--- config.mk ---
export PLATFORM = sky130hd
export DESIGN_NAME = sgc_regs
export DESIGN_NICKNAME = d
export VERILOG_FILES = /design/src/logic/sgc_pkg.sv /design/src/logic/sgc_regs.sv /design/src/logic/sgc_storm_port.sv
export SDC_FILE = /design/constraint.sdc
export NUM_CORES = 1
export LEC_CHECK = 0
export ABC_AREA = 1
export BUFFER_PORTS_ARGS = -buffer_cell sky130_fd_sc_hd__buf_2
export CAP_MARGIN = 15
export CORE_MARGIN = 3
export CORE_UTILIZATION = 33
export DETAILED_ROUTE_END_ITERATION = 8
export GPL_TIMING_DRIVEN = 0
export PLACE_DENSITY = 0.49
export SLEW_MARGIN = 15
export SYNTH_ARGS = -nofsm -noshare
export SYNTH_HDL_FRONTEND = slang
export SYNTH_SLANG_ARGS = --single-unit
--- constraint.sdc ---
create_clock -name clock -period 3.9 [get_ports clock]
set_input_delay 1.17 -clock clock [delete_from_list [all_inputs] [get_ports clock]]
set_output_delay 1.17 -clock clock [all_outputs]
set_load 0.01 [all_outputs]
--- src/logic/sgc_pkg.sv ---
// What this block does
// - Storm limit is 11 bits: three upper bits plus this low byte, in 64-byte blocks.
// - Storm interval lasts 67 ms at 100 Mbps and 500 ms at 10 Mbps.
// - Storm limit low byte resets to 0x63, about one percent of 100 Mbps.
// - Upper three limit bits come from bits 2-0 of register 0x06, reset zero.
// - Three factory-test registers at 0x08-0x0A reset to 0x00, 0x24, 0x35.
// - LED mode is bits 7 and 1 of LED control; it picks LED meaning.
// - Both LED mode bits load from strap pins at reset, then software-writable.
// - LED control bit 0 enables direct-forward tag mode for port 3; resets zero.
// - Tagged frame priority comes from the two-bit field for its priority code.
// - Codes 0 and 1 reset to priority 00, codes 2 and 3 to 01.
// - Codes 4-7 map from register 0x0D; reset 10, 10, 11, 11.
package sgc_pkg;

  localparam logic [7:0] ADDR_STORM_HI  = 8'h06;
  localparam logic [7:0] ADDR_STORM_LO  = 8'h07;
  localparam logic [7:0] ADDR_FT_A      = 8'h08;
  localparam logic [7:0] ADDR_FT_B      = 8'h09;
  localparam logic [7:0] ADDR_FT_C      = 8'h0a;
  localparam logic [7:0] ADDR_LED_CTRL  = 8'h0b;
  localparam logic [7:0] ADDR_PMAP_LO   = 8'h0c;
  localparam logic [7:0] ADDR_PMAP_HI   = 8'h0d;

  localparam logic [2:0] RST_STORM_HI   = 3'h0;
  localparam logic [7:0] RST_STORM_LO   = 8'h63;
  localparam logic [7:0] RST_FT_A       = 8'h00;
  localparam logic [7:0] RST_FT_B       = 8'h24;
  localparam logic [7:0] RST_FT_C       = 8'h35;
  // Strap bits 7 and 1 read as zero here, loaded after release
  localparam logic [7:0] RST_LED_CTRL   = 8'h08;
  localparam logic [7:0] RST_PMAP_LO    = 8'h50;
  localparam logic [7:0] RST_PMAP_HI    = 8'hfa;

  localparam int STORM_HI_W   = 3;
  localparam int LIMIT_W      = 11;
  localparam int BLOCK_BYTES  = 64;
  localparam int LED_HI_BIT   = 7;
  localparam int TEST_BIT     = 4;
  localparam int LED_LO_BIT   = 1;
  localparam int DFT_BIT      = 0;
  localparam int PRIO_W       = 2;
  localparam int PCP_W        = 3;

  localparam int CLK_HZ        = 20_000_000;
  localparam int STORM_T100_MS = 67;
  localparam int STORM_T10_MS  = 500;
  localparam int TMR_W         = 24;
  localparam logic [TMR_W-1:0] STORM_T100_CYC = TMR_W'(STORM_T100_MS * (CLK_HZ / 1000));
  localparam logic [TMR_W-1:0] STORM_T10_CYC  = TMR_W'(STORM_T10_MS * (CLK_HZ / 1000));

endpackage

--- src/logic/sgc_regs.sv ---
`timescale 1ns/1ps
`default_nettype none
module sgc_regs #(
  parameter int                        NPORTS           = 3,
  parameter logic [sgc_pkg::TMR_W-1:0] INTERVAL_100_CYC = sgc_pkg::STORM_T100_CYC,
  parameter logic [sgc_pkg::TMR_W-1:0] INTERVAL_10_CYC  = sgc_pkg::STORM_T10_CYC
) (
  input  wire logic                        clock,
  input  wire logic                        rst_n,
  input  wire logic                        reg_wr,
  input  wire logic                        reg_rd,
  input  wire logic [7:0]                  reg_addr,
  input  wire logic [7:0]                  reg_wdata,
  output logic      [7:0]                  reg_rdata,
  output logic                             reg_rvalid,
  input  wire logic                        strap_led_hi,
  input  wire logic                        strap_led_lo,
  output logic      [1:0]                  led_mode,
  output logic                             test_mode,
  output logic                             direct_forward_tag_mode,
  output logic      [sgc_pkg::LIMIT_W-1:0] storm_limit,
  input  wire logic [NPORTS-1:0]           port_storm_en,
  input  wire logic [NPORTS-1:0]           port_speed_10,
  input  wire logic [NPORTS-1:0]           blk_accept,
  input  wire logic [NPORTS-1:0]           blk_bcast,
  output logic      [NPORTS-1:0]           bcast_drop,
  input  wire logic                        tag_valid,
  input  wire logic [sgc_pkg::PCP_W-1:0]   tag_pcp,
  output logic                             prio_valid,
  output logic      [sgc_pkg::PRIO_W-1:0]  prio
);

  // Register state
  logic [sgc_pkg::STORM_HI_W-1:0] storm_hi_q;
  logic [sgc_pkg::STORM_HI_W-1:0] storm_hi_d;
  logic [7:0]                     storm_lo_q;
  logic [7:0]                     storm_lo_d;
  logic [7:0]                     ft_a_q;
  logic [7:0]                     ft_a_d;
  logic [7:0]                     ft_b_q;
  logic [7:0]                     ft_b_d;
  logic [7:0]                     ft_c_q;
  logic [7:0]                     ft_c_d;
  logic [7:0]                     led_ctrl_q;
  logic [7:0]                     led_ctrl_d;
  logic [7:0]                     pmap_lo_q;
  logic [7:0]                     pmap_lo_d;
  logic [7:0]                     pmap_hi_q;
  logic [7:0]                     pmap_hi_d;

  // Strap capture
  logic [1:0]                     strap_meta_q;
  logic [1:0]                     strap_sync_q;
  logic                           strap_done_q;
  logic                           strap_done_d;

  // Read port
  logic [7:0]                     rdata_q;
  logic [7:0]                     rdata_d;
  logic                           rvalid_q;
  logic                           rvalid_d;

  // Priority lookup
  logic [15:0]                    pmap_all;
  logic [15:0]                    pmap_shift;
  logic [sgc_pkg::PRIO_W-1:0]     prio_q;
  logic [sgc_pkg::PRIO_W-1:0]     prio_d;
  logic                           prio_valid_q;
  logic                           prio_valid_d;

  logic [sgc_pkg::LIMIT_W-1:0]    limit_q;
  logic [sgc_pkg::LIMIT_W-1:0]    limit_d;

  // Strap synchroniser runs without reset so it follows the pins
  // during reset; the first edge after release then sees a settled value.
  always_ff @(posedge clock) begin
    strap_meta_q <= {strap_led_hi, strap_led_lo};
    strap_sync_q <= strap_meta_q;
  end

  always_comb begin
    strap_done_d = 1'b1;
  end

  always_ff @(posedge clock or negedge rst_n) begin
    if (!rst_n) begin
      strap_done_q <= 1'b0;
    end else begin
      strap_done_q <= strap_done_d;
    end
  end

  // Register writes
  always_comb begin
    storm_hi_d = storm_hi_q;
    storm_lo_d = storm_lo_q;
    ft_a_d     = ft_a_q;
    ft_b_d     = ft_b_q;
    ft_c_d     = ft_c_q;
    led_ctrl_d = led_ctrl_q;
    pmap_lo_d  = pmap_lo_q;
    pmap_hi_d  = pmap_hi_q;
    if (reg_wr) begin
      case (reg_addr)
        sgc_pkg::ADDR_STORM_HI: begin
          storm_hi_d = reg_wdata[sgc_pkg::STORM_HI_W-1:0];
        end
        sgc_pkg::ADDR_STORM_LO: begin
          storm_lo_d = reg_wdata;
        end
        sgc_pkg::ADDR_FT_A: begin
          ft_a_d = reg_wdata;
        end
        sgc_pkg::ADDR_FT_B: begin
          ft_b_d = reg_wdata;
        end
        sgc_pkg::ADDR_FT_C: begin
          ft_c_d = reg_wdata;
        end
        sgc_pkg::ADDR_LED_CTRL: begin
          led_ctrl_d = reg_wdata;
        end
        sgc_pkg::ADDR_PMAP_LO: begin
          pmap_lo_d = reg_wdata;
        end
        sgc_pkg::ADDR_PMAP_HI: begin
          pmap_hi_d = reg_wdata;
        end
        default: begin
          storm_hi_d = storm_hi_q;
        end
      endcase
    end
    // Strap load wins over a write in the first cycle after release
    if (!strap_done_q) begin
      led_ctrl_d[sgc_pkg::LED_HI_BIT] = strap_sync_q[1];
      led_ctrl_d[sgc_pkg::LED_LO_BIT] = strap_sync_q[0];
    end
  end

  always_ff @(posedge clock or negedge rst_n) begin
    if (!rst_n) begin
      storm_hi_q <= sgc_pkg::RST_STORM_HI;
      storm_lo_q <= sgc_pkg::RST_STORM_LO;
      ft_a_q     <= sgc_pkg::RST_FT_A;
      ft_b_q     <= sgc_pkg::RST_FT_B;
      ft_c_q     <= sgc_pkg::RST_FT_C;
      led_ctrl_q <= sgc_pkg::RST_LED_CTRL;
      pmap_lo_q  <= sgc_pkg::RST_PMAP_LO;
      pmap_hi_q  <= sgc_pkg::RST_PMAP_HI;
    end else begin
      storm_hi_q <= storm_hi_d;
      storm_lo_q <= storm_lo_d;
      ft_a_q     <= ft_a_d;
      ft_b_q     <= ft_b_d;
      ft_c_q     <= ft_c_d;
      led_ctrl_q <= led_ctrl_d;
      pmap_lo_q  <= pmap_lo_d;
      pmap_hi_q  <= pmap_hi_d;
    end
  end

  // Register reads, one cycle after the strobe
  always_comb begin
    rvalid_d = reg_rd;
    rdata_d  = rdata_q;
    if (reg_rd) begin
      case (reg_addr)
        sgc_pkg::ADDR_STORM_HI: begin
          // Upper bits of this address belong to a neighbouring block
          rdata_d = {5'h00, storm_hi_q};
        end
        sgc_pkg::ADDR_STORM_LO: begin
          rdata_d = storm_lo_q;
        end
        sgc_pkg::ADDR_FT_A: begin
          rdata_d = ft_a_q;
        end
        sgc_pkg::ADDR_FT_B: begin
          rdata_d = ft_b_q;
        end
        sgc_pkg::ADDR_FT_C: begin
          rdata_d = ft_c_q;
        end
        sgc_pkg::ADDR_LED_CTRL: begin
          rdata_d = led_ctrl_q;
        end
        sgc_pkg::ADDR_PMAP_LO: begin
          rdata_d = pmap_lo_q;
        end
        sgc_pkg::ADDR_PMAP_HI: begin
          rdata_d = pmap_hi_q;
        end
        default: begin
          rdata_d = 8'h00;
        end
      endcase
    end
  end

  always_ff @(posedge clock or negedge rst_n) begin
    if (!rst_n) begin
      rdata_q  <= 8'h00;
      rvalid_q <= 1'b0;
    end else begin
      rdata_q  <= rdata_d;
      rvalid_q <= rvalid_d;
    end
  end

  // 802.1p code to internal priority; codes 4-7 sit in the upper byte
  assign pmap_all   = {pmap_hi_q, pmap_lo_q};
  assign pmap_shift = pmap_all >> {tag_pcp, 1'b0};

  always_comb begin
    prio_valid_d = tag_valid;
    prio_d       = prio_q;
    if (tag_valid) begin
      prio_d = pmap_shift[sgc_pkg::PRIO_W-1:0];
    end
  end

  always_ff @(posedge clock or negedge rst_n) begin
    if (!rst_n) begin
      prio_q       <= '0;
      prio_valid_q <= 1'b0;
    end else begin
      prio_q       <= prio_d;
      prio_valid_q <= prio_valid_d;
    end
  end

  // Limit is registered so the storm counters see a stable value
  always_comb begin
    limit_d = {storm_hi_q, storm_lo_q};
  end

  always_ff @(posedge clock or negedge rst_n) begin
    if (!rst_n) begin
      limit_q <= {sgc_pkg::RST_STORM_HI, sgc_pkg::RST_STORM_LO};
    end else begin
      limit_q <= limit_d;
    end
  end

  // One interval timer per port, since each port has its own speed
  genvar gi;
  generate
    for (gi = 0; gi < NPORTS; gi++) begin : g_port
      sgc_storm_port #(
        .INTERVAL_100_CYC (INTERVAL_100_CYC),
        .INTERVAL_10_CYC  (INTERVAL_10_CYC)
      ) u_storm (
        .clock      (clock),
        .rst_n      (rst_n),
        .storm_en   (port_storm_en[gi]),
        .speed_10   (port_speed_10[gi]),
        .blk_accept (blk_accept[gi]),
        .blk_bcast  (blk_bcast[gi]),
        .limit      (limit_q),
        .drop_q     (bcast_drop[gi])
      );
    end
  endgenerate

  assign reg_rdata               = rdata_q;
  assign reg_rvalid              = rvalid_q;
  assign led_mode                = {led_ctrl_q[sgc_pkg::LED_HI_BIT], led_ctrl_q[sgc_pkg::LED_LO_BIT]};
  // Exposed so neighbouring logic can enter test behaviour
  assign test_mode               = led_ctrl_q[sgc_pkg::TEST_BIT];
  assign direct_forward_tag_mode = led_ctrl_q[sgc_pkg::DFT_BIT];
  assign storm_limit             = limit_q;
  assign prio                    = prio_q;
  assign prio_valid              = prio_valid_q;

endmodule // sgc_regs
`default_nettype wire

--- src/logic/sgc_storm_port.sv ---
`timescale 1ns/1ps
`default_nettype none
module sgc_storm_port #(
  parameter logic [sgc_pkg::TMR_W-1:0] INTERVAL_100_CYC = sgc_pkg::STORM_T100_CYC,
  parameter logic [sgc_pkg::TMR_W-1:0] INTERVAL_10_CYC  = sgc_pkg::STORM_T10_CYC
) (
  input  wire logic                         clock,
  input  wire logic                         rst_n,
  input  wire logic                         storm_en,
  input  wire logic                         speed_10,
  input  wire logic                         blk_accept,
  input  wire logic                         blk_bcast,
  input  wire logic [sgc_pkg::LIMIT_W-1:0]  limit,
  output logic                              drop_q
);

  logic [sgc_pkg::TMR_W-1:0]   tmr_q;
  logic [sgc_pkg::TMR_W-1:0]   tmr_d;
  logic [sgc_pkg::LIMIT_W-1:0] cnt_q;
  logic [sgc_pkg::LIMIT_W-1:0] cnt_d;
  logic                        drop_d;
  logic                        boundary;
  logic                        discard;

  assign boundary = (tmr_q == '0);
  // A dropped block was never accepted, so it is not counted
  assign discard  = blk_bcast && drop_q;

  always_comb begin
    tmr_d  = tmr_q - 1'b1;
    cnt_d  = cnt_q;
    if (boundary) begin
      // Speed is sampled only here; a change takes effect next interval
      tmr_d = speed_10 ? (INTERVAL_10_CYC - 1'b1) : (INTERVAL_100_CYC - 1'b1);
      cnt_d = '0;
    end else if (blk_accept && !discard && (cnt_q != '1)) begin
      cnt_d = cnt_q + 1'b1;
    end
    drop_d = storm_en && (cnt_d >= limit);
  end

  always_ff @(posedge clock or negedge rst_n) begin
    if (!rst_n) begin
      tmr_q  <= '0;
      cnt_q  <= '0;
      drop_q <= 1'b0;
    end else begin
      tmr_q  <= tmr_d;
      cnt_q  <= cnt_d;
      drop_q <= drop_d;
    end
  end

endmodule // sgc_storm_port
`default_nettype wire

==> results of run 1 <==
## layout by cell type, fill, tap and decap left out, types with 9 or more instances in the layout
cell,n
a21oi_1,40
buf_2,76
buf_4,9
clkbuf_1,10
clkbuf_16,17
dfrtp_1,168
dfstp_2,23
ha_1,39
inv_1,140
nand2_1,381
nand3_1,133
nand4_1,17
nor2_1,187
nor3_1,13
o21ai_0,79
xnor2_1,24
xor2_1,39
## state kept, by name (all words and copies together) (netlist names), 3 cells and up
register / flops
ft_b_q: 8
storm_lo_q: 8
ft_c_q: 8
pmap_hi_q: 8
storm_limit: 11
g_port.u_storm.cnt_q: 33
pmap_lo_q: 8
reg_rdata: 8
g_port.u_storm.tmr_q: 72
g_port.u_storm.drop_q: 3
ft_a_q: 8
led_ctrl_q: 8
storm_hi_q: 3
## layer usage
layer | up-vias | part of all wire (%)
met4 | 0 | 1.8
met5 | - | 0
met1 | 4048 | 50
met2 | 160 | 44
met3 | 29 | 3.7
li1 | 4528 | -
## power groups by stage
stage | Combinational [mW] | Sequential, mW | Clock [mW]
3_3_place_gp | 0.883 | 2.35 | 0
6_report | 0.897 | 2.31 | 1.75
5_1_grt | 1.04 | 2.33 | 1.90
4_1_cts | 0.909 | 2.31 | 1.82
3_5_place_dp | 0.905 | 2.35 | 0
2_1_floorplan | 0.623 | 2.31 | 0
## per-stage QoR
step                worst slack [ns]  setup TNS, ns  utilization [%]  power, mW  area [um2]
global placement               -1.83        -316.63             36.6       3.23       11400
CTS                            0.734              0             38.7       5.04       12000
finish                         0.786              0             38.7       4.95       12000
floorplan                       1.09              0                -       2.93       10600
detailed placement             0.360              0             36.8       3.25       11400
global route                   0.505              0             38.7       5.27       12000
## final cells by class
class                           count  area share [%]
Timing Repair Buffer               67            3.25
Tap cell                          396            4.13
Clock inverter                     11           0.990
Buffer                             29            1.32
Inverter                          143            4.47
Clock buffer                       21            3.75
Sequential cell                   195            40.7
Multi-Input combinational cell    998            41.4
## final timing paths
check / cells past startpoint / to
max in group asynchronous: 2 / storm_lo_q[6]$_DFFE_PN1P_
setup / recovery: 15 / g_port[2].u_storm.drop_q$_DFF_PN0_
min in group asynchronous: 1 / g_port[1].u_storm.tmr_q[14]$_DFF_PN0_
setup reg to reg: 15 / g_port[2].u_storm.drop_q$_DFF_PN0_
hold reg to reg: 0 / strap_sync_q[1]$_DFF_P_
hold / removal: 0 / strap_sync_q[1]$_DFF_P_
## cells by family after synthesis
logic type,Yosys count,share of synthesized area [%]
compound gates,142,7.21
xor+xnor,63,5.23
fa+ha+maj,39,4.62
buf+inv,172,6.59
flops,195,46.3
other cells,1,0.0355
simple gates,753,30.0
==> summary.txt, run 1 <==
Worst R2R Start: g_port[2].u_storm.tmr_q[0]$_DFF_PN0_
Footprint of the multi-input gates: 4970 um2
Leak pwr: 5.80 nW
HP Class: flip-flop to flip-flop
Post-synthesis sequential area ratio: 46.3%
Area added between synthesis and finish: 13.8%
Mapped cell area: 10600 um2
Post-CTS Hold Buffers: 0
Vias in the first global route: 8618
Clk slew on worst S/H paths: 0.07 ns
Slowest cell on the critical path: dfrtp_1
DRC: 0
Initial antenna violation count: 0
Sw frac: 30.5%
I/O Buffers: 65
F_max: 321 MHz
Sequential Area: 4890 um2
CP max FO: 10
CP Class: flip-flop to flip-flop
Drt pass-1 iters: 5
Startpoint Class: flip-flop
RSZ-0062 raised after global routing: false
Reg2reg setup slack: 0.79 ns
Gr ovfl total: 0
Ant. Diodes: 0
Worst min-delay path startpoint: strap_meta_q[1]$_DFF_P_
Count leader, synth: nand2_1
Hold Slack: 0.329 ns
Final period util: 79.8%
Cell Int Power: 3.44 mW
Gate power share: 18.1%
Die ar.: 34200 um2
CP Data Required Time: 4.22 ns
Pins Over Slew Limit: 0
Peak supply drop: 0.290 mV
First-pass GRT wire length: 44800 um
Post-synth EDFFs: 0
CP Capture Type: flip-flop
Syn avg cell area: 7.73 um2
Crit path time final: 3.11 ns
Post-CTS Resized: 0
Worst path max stage delay: 0.38 ns
Post-synth top cells: nand2_1 (381), nor2_1 (187), dfrtp_1 (168)
Grt met1 use: 23.7%
Switch Pwr: 1.51 mW
Placed cell count: 1828
Filler cells: 3307
Synth area leaders: dfrtp_1 (40%), nand2_1 (14%), nor2_1 (6.7%)
Post-DR vias/cell: 4.71
CP Data Arrival Time: 3.43 ns
CP bufs+invs: 3
Syn. warnings: 0
Library cells used by synthesis: 40
Final Wtd Congestion: 0.856
Number of max-cap violations: 0
Clock latency on the worst-skew pair: 0.43 ns
FP Rows: 64
ANT nets after route: 0
Met3 Use GR: 3.08%
Final Hold Viols: 0
Critical path startpoint: g_port[2].u_storm.tmr_q[0]$_DFF_PN0_
Top_reg_cell synth: dfrtp_1
Crit-path cells: inv_1, ha_1, nand3_1, nor2_4, nand3_2, inv_1, buf_2, a21oi_1, ha_1, nand2_1, a21oi_1, o21ai_0, nand3_1, nor2_1, nor2_1
Slew @ Worst Pin: 0.557 ns
DRT Wirelength: 27200 um
CTS tree: done
Iter 0 DRT Violations: 552
Chip width: 185 um
Final setup fails: 0
Drt wl/cell: 14.6 um
Nets: 1528
H-tree Lvls: 4
GRT met2 Usage: 25.5%
Yosys top cell by area: dfrtp_1
Core Area: 31100 um2
# IOs: 68
Layer with the highest usage: met2
Setup Fix Bufs, Post-CTS: 0
CTS sink count: 195
Cell Pwr Density: 412 nW/um2
Max clock buf depth: 2
CTS buffer count: 17
Total GRT Usage: 16.5%
Crit path max-delay family: simple AND/OR/NAND/NOR gates
Share of the synthesized area in the top cell type: 39.8%
Share of cells above drive strength 1: 11.1%
Post-Route Skew: 0.00834 ns
Async S/R FF share, synth: 97.9%
Register bit total from synthesis: 195
Synth Instances: 1365
Die Y: 185 um
Pin count of the biggest net entering global routing: 75
Syn Nets: 1442
Starting Density: 34.0%
Vias: 8765
Seq pwr share: 46.6%
Root Driver: clkbuf_16
Post-route insts no fill: 1860
Status: finished, final reports clean
Slew HR: 62.8%
Clk network pwr share: 35.3%
Dpl hpwl: 20400 um
Note: power is estimated with default switching activity, not from simulation.
==> run 2: changes to the inputs <==
==> constraint.sdc (replaced) <==
create_clock -name clock -period 3.2 [get_ports clock]
set_input_delay 0.96 -clock clock [delete_from_list [all_inputs] [get_ports clock]]
set_output_delay 0.96 -clock clock [all_outputs]
set_load 0.01 [all_outputs]
==> run 2 against run 1 <==
Net effect: core utilization increased by 0.10 points; sequential share of layout area shrank 0.11 points; first-iteration DRC count grew 0.18%; maximum frequency grew 5.8%; count of clock-buffer cells in the layout stayed put; final cell count grew 0.11%; combinational power up 23%; design area increased by 0.27%; power rose by 22%; worst setup slack got worse by 0.53 ns; worst hold slack about the same.
==> summary.txt, run 2 (synthesis results as in run 1) <==
Status: finished, final reports clean
Starting Density: 34.0% (unchanged)
Drt pass-1 iters: 5 (unchanged)
Worst Hold Depth: 0 (unchanged)
Area added between synthesis and finish: 14.1%
Final Cell Area: 12000 um2 (+0.27%)
Iter 0 DRT Violations: 553 (+0.18%)
Sw frac: 30.5% (about the same)
CTS tree: done
Reg2Reg Depth: 17 (+2)
Startpoint Class: flip-flop
CP Data Arrival Time: 3.26 ns (-0.17 ns)
Final Hold Viols: 0 (unchanged)
Number of max-cap violations: 0 (unchanged)
CTS sink count: 195 (unchanged)
Pins Over Slew Limit: 0 (unchanged)
Reg2reg setup slack: 0.26 ns (-0.53 ns)
Clk slew on worst S/H paths: 0.07 ns (about the same)
First-pass GRT wire length: 44800 um (unchanged)
Dpl hpwl: 20400 um (unchanged)
DRT Wirelength: 27200 um (about the same)
RSZ-0062 raised after global routing: false
Total GRT Usage: 16.5% (unchanged)
F_max: 340 MHz (+5.8%)
Share of cells above drive strength 1: 11.2% (+0.12 points)
CP Data Required Time: 3.52 ns (-0.70 ns)
Drt wl/cell: 14.6 um (about the same)
Post-CTS Hold Buffers: 0 (unchanged)
Post-route insts no fill: 1862 (+0.11%)
I/O Buffers: 65 (unchanged)
Cell Int Power: 4.19 mW (+22%)
Final Wtd Congestion: 0.856 (unchanged)
DRC: 0 (unchanged)
Switch Pwr: 1.84 mW (+22%)
Die ar.: 34200 um2 (unchanged)
Clock latency on the worst-skew pair: 0.44 ns (about the same)
Gr ovfl total: 0 (unchanged)
Post-Route Skew: 0.00841 ns (+0.0000744 ns)
Setup ws final: 0.256 ns (-0.530 ns)
Vias: 8758 (-0.080%)
H-tree Lvls: 4 (unchanged)
Slew HR: 62.7% (about the same)
Commonest non-fill, non-tap cells in the layout: nand2_1 (381), nor2_1 (187), dfrtp_1 (168)
Crit path time final: 2.94 ns (-0.170 ns)
Gate power share: 18.2% (about the same)
Final core occ: 38.8% (+0.10 points)
Final setup fails: 0 (unchanged)
ANT nets after route: 0 (unchanged)
Setup TNS: 0 ns (unchanged)
Root Driver: clkbuf_16
Cell Pwr Density: 501 nW/um2 (+22%)
Most flop-heavy register: g_port.u_storm.tmr_q
# IOs: 68 (unchanged)
Chip width: 185 um (unchanged)
CP Capture Type: flip-flop
Max clock buf depth: 2 (unchanged)
Post-Place Worst Slack: -0.130 ns (-0.490 ns)
FP Rows: 64 (unchanged)
CTS buffer count: 17 (unchanged)
Nets: 1530 (+0.13%)
Leak pwr: 5.81 nW (+0.17%)
Most common cell after layout, fill and taps aside: nand2_1
Peak supply drop: 0.353 mV (+22%)
CP max FO: 10 (unchanged)
Slew @ Worst Pin: 0.557 ns (+0.000440 ns)
Ant. Diodes: 0 (unchanged)
Post-DR vias/cell: 4.70 (-0.19%)
Core Area: 31100 um2 (unchanged)
Die Y: 185 um (unchanged)
Clk network pwr share: 35.2% (about the same)
Max FFs per register: 72 (unchanged)
CP Class: flip-flop to flip-flop
Initial antenna violation count: 0 (unchanged)
Filler cells: 3302 (-0.15%)
Vias in the first global route: 8618 (unchanged)
Pin count of the biggest net entering global routing: 75 (unchanged)
Final period util: 92.0% (+12 points)
Hold Slack: 0.328 ns (-0.000292 ns)
Total power: 6.03 mW (+22%)
Area post-placement: 11400 um2 (unchanged)
Placed cell count: 1828 (unchanged)
Seq pwr share: 46.6% (about the same)
HP Class: flip-flop to flip-flop
[run 2: changes by cell type in the layout (fill, tap and decap cells not counted)]
| cell | before | now |
|---|---|---|
| buf_4 | 9 | 11 |
| buf_2 | 76 | 75 |
| clkbuf_4 | 0 | 1 |
| inv_2 | 3 | 2 |
| inv_4 | 0 | 1 |
| nand3_2 | 2 | 1 |
| nand3_4 | 0 | 1 |
| nor2_2 | 6 | 5 |
| nor2_4 | 1 | 2 |
[run 2: worst max-delay path, stage by stage (launching register included)]
cell and delay, ns:
dfrtp_1 0.44, ha_1 0.23, inv_1 0.06, nor2_1 0.23, nand4_1 0.19, nand2_1 0.11, buf_2 0.21, nand2_1 0.07
a21oi_1 0.30, ha_1 0.33, nand2_1 0.08, nand2_1 0.05, nand3_1 0.07, nand2_1 0.05, nand2_1 0.05, nand3_1 0.07
nor2_1 0.21, nor2_1 0.07
[run 2: metal layers]
layer  routed length [um]  GRT usage (%)
met1                13700           23.7
met2                11900           25.5
met5                    0              0
met3                  901           3.08
met4                  583           4.83
[run 2: final cells by class]
type                       count  area, um2  area share (%)
buffer                        29        161            1.34
multi-input combinational    998       4980            41.4
clock buffer                  21        450            3.74
inverter                     143        539            4.48
tap                          396        495            4.11
clock inverter                11        119           0.987
timing repair buffer          69        405            3.37
sequential                   195       4890            40.6
[run 2: timing repair]
item | in CTS | in global routing
setup endpoints to repair | 0 | 3
resized for setup | 0 | 4
setup buffers | 0 | 2
[run 2: worst paths after layout]
kind                                                       from                               endpoint
setup / recovery           g_port[1].u_storm.cnt_q[0]$_DFF_PN0_     g_port[1].u_storm.drop_q$_DFF_PN0_
hold / removal                          strap_meta_q[1]$_DFF_P_                strap_sync_q[1]$_DFF_P_
min in group asynchronous                                 rst_n  g_port[1].u_storm.tmr_q[14]$_DFF_PN0_
setup reg to reg           g_port[1].u_storm.cnt_q[0]$_DFF_PN0_     g_port[1].u_storm.drop_q$_DFF_PN0_
hold reg to reg                         strap_meta_q[1]$_DFF_P_                strap_sync_q[1]$_DFF_P_
max in group asynchronous                                 rst_n               storm_limit[6]$_DFF_PN1_
[run 2: power by group through the flow]
stage                     Clock (mW)  Combinational (mW)  Sequential, mW
after global routing            2.31                1.27            2.84
after floorplan                    0               0.760            2.82
final                           2.12                1.10            2.81
after global placement             0                1.08            2.86
after detailed placement           0                1.10            2.86
after CTS                       2.22                1.11            2.81
==> run 3: changes to the inputs <==
--- a/config.mk
+++ b/config.mk
@@ -13,6 +13,7 @@
 export DETAILED_ROUTE_END_ITERATION = 8
 export GPL_TIMING_DRIVEN = 0
 export PLACE_DENSITY = 0.49
+export SETUP_SLACK_MARGIN = 0.3
 export SLEW_MARGIN = 15
 export SYNTH_ARGS = -nofsm -noshare
 export SYNTH_HDL_FRONTEND = slang
==> run 3 against run 2 <==
Net effect: global-route usage hardly changed; combinational power barely moved; critical path depth shrank 3; register-to-register slack gained 0.24 ns; count of clock-buffer cells in the layout did not move; clock skew hardly changed; die area unchanged; final cell count grew 0.21%; wire length increased by 0.76%; non-clock buffer count rose by 4; core utilization increased by 0.35 points; critical path type unchanged; critical endpoint is now g_port[2].u_storm.drop_q$_DFF_PN0_.
==> summary.txt, run 3 (synthesis results as in run 1) <==
Max clock buf depth: 2 (unchanged)
CTS tree: done
Footprint of the multi-input gates: 5050 um2 (+1.4%)
Die ar.: 34200 um2 (unchanged)
ANT nets after route: 0 (unchanged)
Peak supply drop: 0.354 mV (+0.20%)
Share of cells above drive strength 1: 12.7% (+1.5 points)
Iter 0 DRT Violations: 573 (+3.6%)
Vias: 8824 (+0.75%)
Drt wl/cell: 14.7 um (+0.54%)
Max FFs per register: 72 (unchanged)
Final core occ: 39.1% (+0.35 points)
Pins Over Slew Limit: 0 (unchanged)
CP Data Required Time: 3.52 ns (about the same)
H-tree Lvls: 4 (unchanged)
Final setup fails: 0 (unchanged)
Status: finished, final reports clean
Filler cells: 3299 (-0.091%)
Commonest non-fill, non-tap cells in the layout: nand2_1 (381), nor2_1 (180), dfrtp_1 (166)
Vias in the first global route: 8649 (+0.36%)
Sequential Area: 4890 um2 (about the same)
Setup TNS: 0 ns (unchanged)
DRC: 0 (unchanged)
Dpl hpwl: 20400 um (unchanged)
Setup ws final: 0.497 ns (+0.241 ns)
# IOs: 68 (unchanged)
FP Rows: 64 (unchanged)
CP Data Arrival Time: 3.03 ns (-0.23 ns)
Gr ovfl total: 0 (unchanged)
HP Class: flip-flop to flip-flop
Leak pwr: 5.83 nW (+0.33%)
CTS sink count: 195 (unchanged)
Ant. Diodes: 0 (unchanged)
Root Driver: clkbuf_16
Slowest cell on the critical path: dfrtp_2
Final Hold Viols: 0 (unchanged)
Cell Pwr Density: 499 nW/um2 (-0.37%)
Pin count of the biggest net entering global routing: 75 (unchanged)
Final Wtd Congestion: 0.856 (unchanged)
Most common cell after layout, fill and taps aside: nand2_1
I/O Buffers: 65 (unchanged)
Crit path max-delay family: simple AND/OR/NAND/NOR gates
Crit path time final: 2.70 ns (-0.241 ns)
Clock latency on the worst-skew pair: 0.44 ns (about the same)
RSZ-0062 raised after global routing: true
Crit-path cells: ha_1, inv_1, nor2_2, nand4_1, nand2_1, buf_4, nand2_1, a21oi_1, ha_1, a21o_1, o21ai_0, nand3_1, nor2_2, nor2_1
First-pass GRT wire length: 44900 um (+0.25%)
Final period util: 84.5% (-7.5 points)
Area added between synthesis and finish: 15.1%
Die Y: 185 um (unchanged)
Post-DR vias/cell: 4.73 (+0.54%)
Nets: 1534 (+0.26%)
Total GRT Usage: 16.6% (+0.033 points)
CTS buffer count: 17 (unchanged)
CP Class: flip-flop to flip-flop
Post-Place Worst Slack: -0.130 ns (unchanged)
Total power: 6.07 mW (+0.53%)
Chip width: 185 um (unchanged)
Slew HR: 62.5% (-0.22 points)
Worst path max stage delay: 0.41 ns (-0.03 ns)
Starting Density: 34.0% (unchanged)
Post-Route Skew: 0.00870 ns (+0.000290 ns)
Drt pass-1 iters: 5 (unchanged)
CP max FO: 10 (unchanged)
DRT Wirelength: 27400 um (+0.76%)
CP Capture Type: flip-flop
Hold Slack: 0.329 ns (+0.000106 ns)
CP bufs+invs: 2 (unchanged)
Most flop-heavy register: g_port.u_storm.tmr_q
Initial antenna violation count: 0 (unchanged)
Slew @ Worst Pin: 0.560 ns (+0.00329 ns)
F_max: 370 MHz (+8.9%)
Core Area: 31100 um2 (unchanged)
Number of max-cap violations: 0 (unchanged)
Clk slew on worst S/H paths: 0.07 ns (about the same)
Startpoint Class: flip-flop
## run 3: cell types whose count changed in the layout (fill, tap and decap cells not counted), sizes merged
cell and delta:
clkinv +1, inv -1, clkbuf -1, buf +5
## run 3: worst paths after layout
path                                                           start                                    end  slack [ns]  depth (start not counted)
worst max-delay path            g_port[2].u_storm.cnt_q[0]$_DFF_PN0_     g_port[2].u_storm.drop_q$_DFF_PN0_        0.50                         14
worst max register to register  g_port[2].u_storm.cnt_q[0]$_DFF_PN0_     g_port[2].u_storm.drop_q$_DFF_PN0_        0.50                         14
min in group asynchronous                                      rst_n  g_port[1].u_storm.tmr_q[14]$_DFF_PN0_        0.42                          1
worst min register to register               strap_meta_q[1]$_DFF_P_                strap_sync_q[1]$_DFF_P_        0.33                          0
max in group asynchronous                                      rst_n              storm_lo_q[6]$_DFFE_PN1P_        2.03                          2
worst min-delay path                         strap_meta_q[1]$_DFF_P_                strap_sync_q[1]$_DFF_P_        0.33                          0
## run 3: timing repair
| item | in CTS | in global routing |
|---|---|---|
| pin swaps | 1 | 3 |
| buffers inserted | 1 | 5 |
| endpoints found under the setup margin | 3 | 3 |
| resized for setup | 7 | 23 |
| hold buffers | 0 | 0 |
## run 3: layout make-up
cell class	instances	area share, %
well taps	396	4.08
inverters	143	4.46
multi-input cells	998	41.6
plain buffers	29	1.35
clock inverters	11	0.978
flip-flops and latches	195	40.3
clock buffers	21	3.71
repair buffers	73	3.58
## run 3: layer usage
metal / track usage [%] / vias up / wire (um)
met5: 0 / - / 0
met4: 4.83 / 0 / 607
met1: 23.8 / 4071 / 13800
li1: - / 4546 / -
met3: 3.08 / 41 / 942
met2: 25.6 / 166 / 12100
## run 3: power by group
group          internal, mW  switching (mW)
sequential             2.64           0.173
clock                  1.12            1.01
combinational         0.446           0.677
total                  4.21            1.86
## run 3: through the flow
| stage | std cells | cell area (um2) |
|---|---|---|
| final | 1866 | 12200 |
| after CTS | 1861 | 12000 |
| after floorplan | 1365 | 10600 |
| after global placement | 1826 | 11400 |
| after global routing | 1866 | 12200 |
| after detailed placement | 1828 | 11400 |
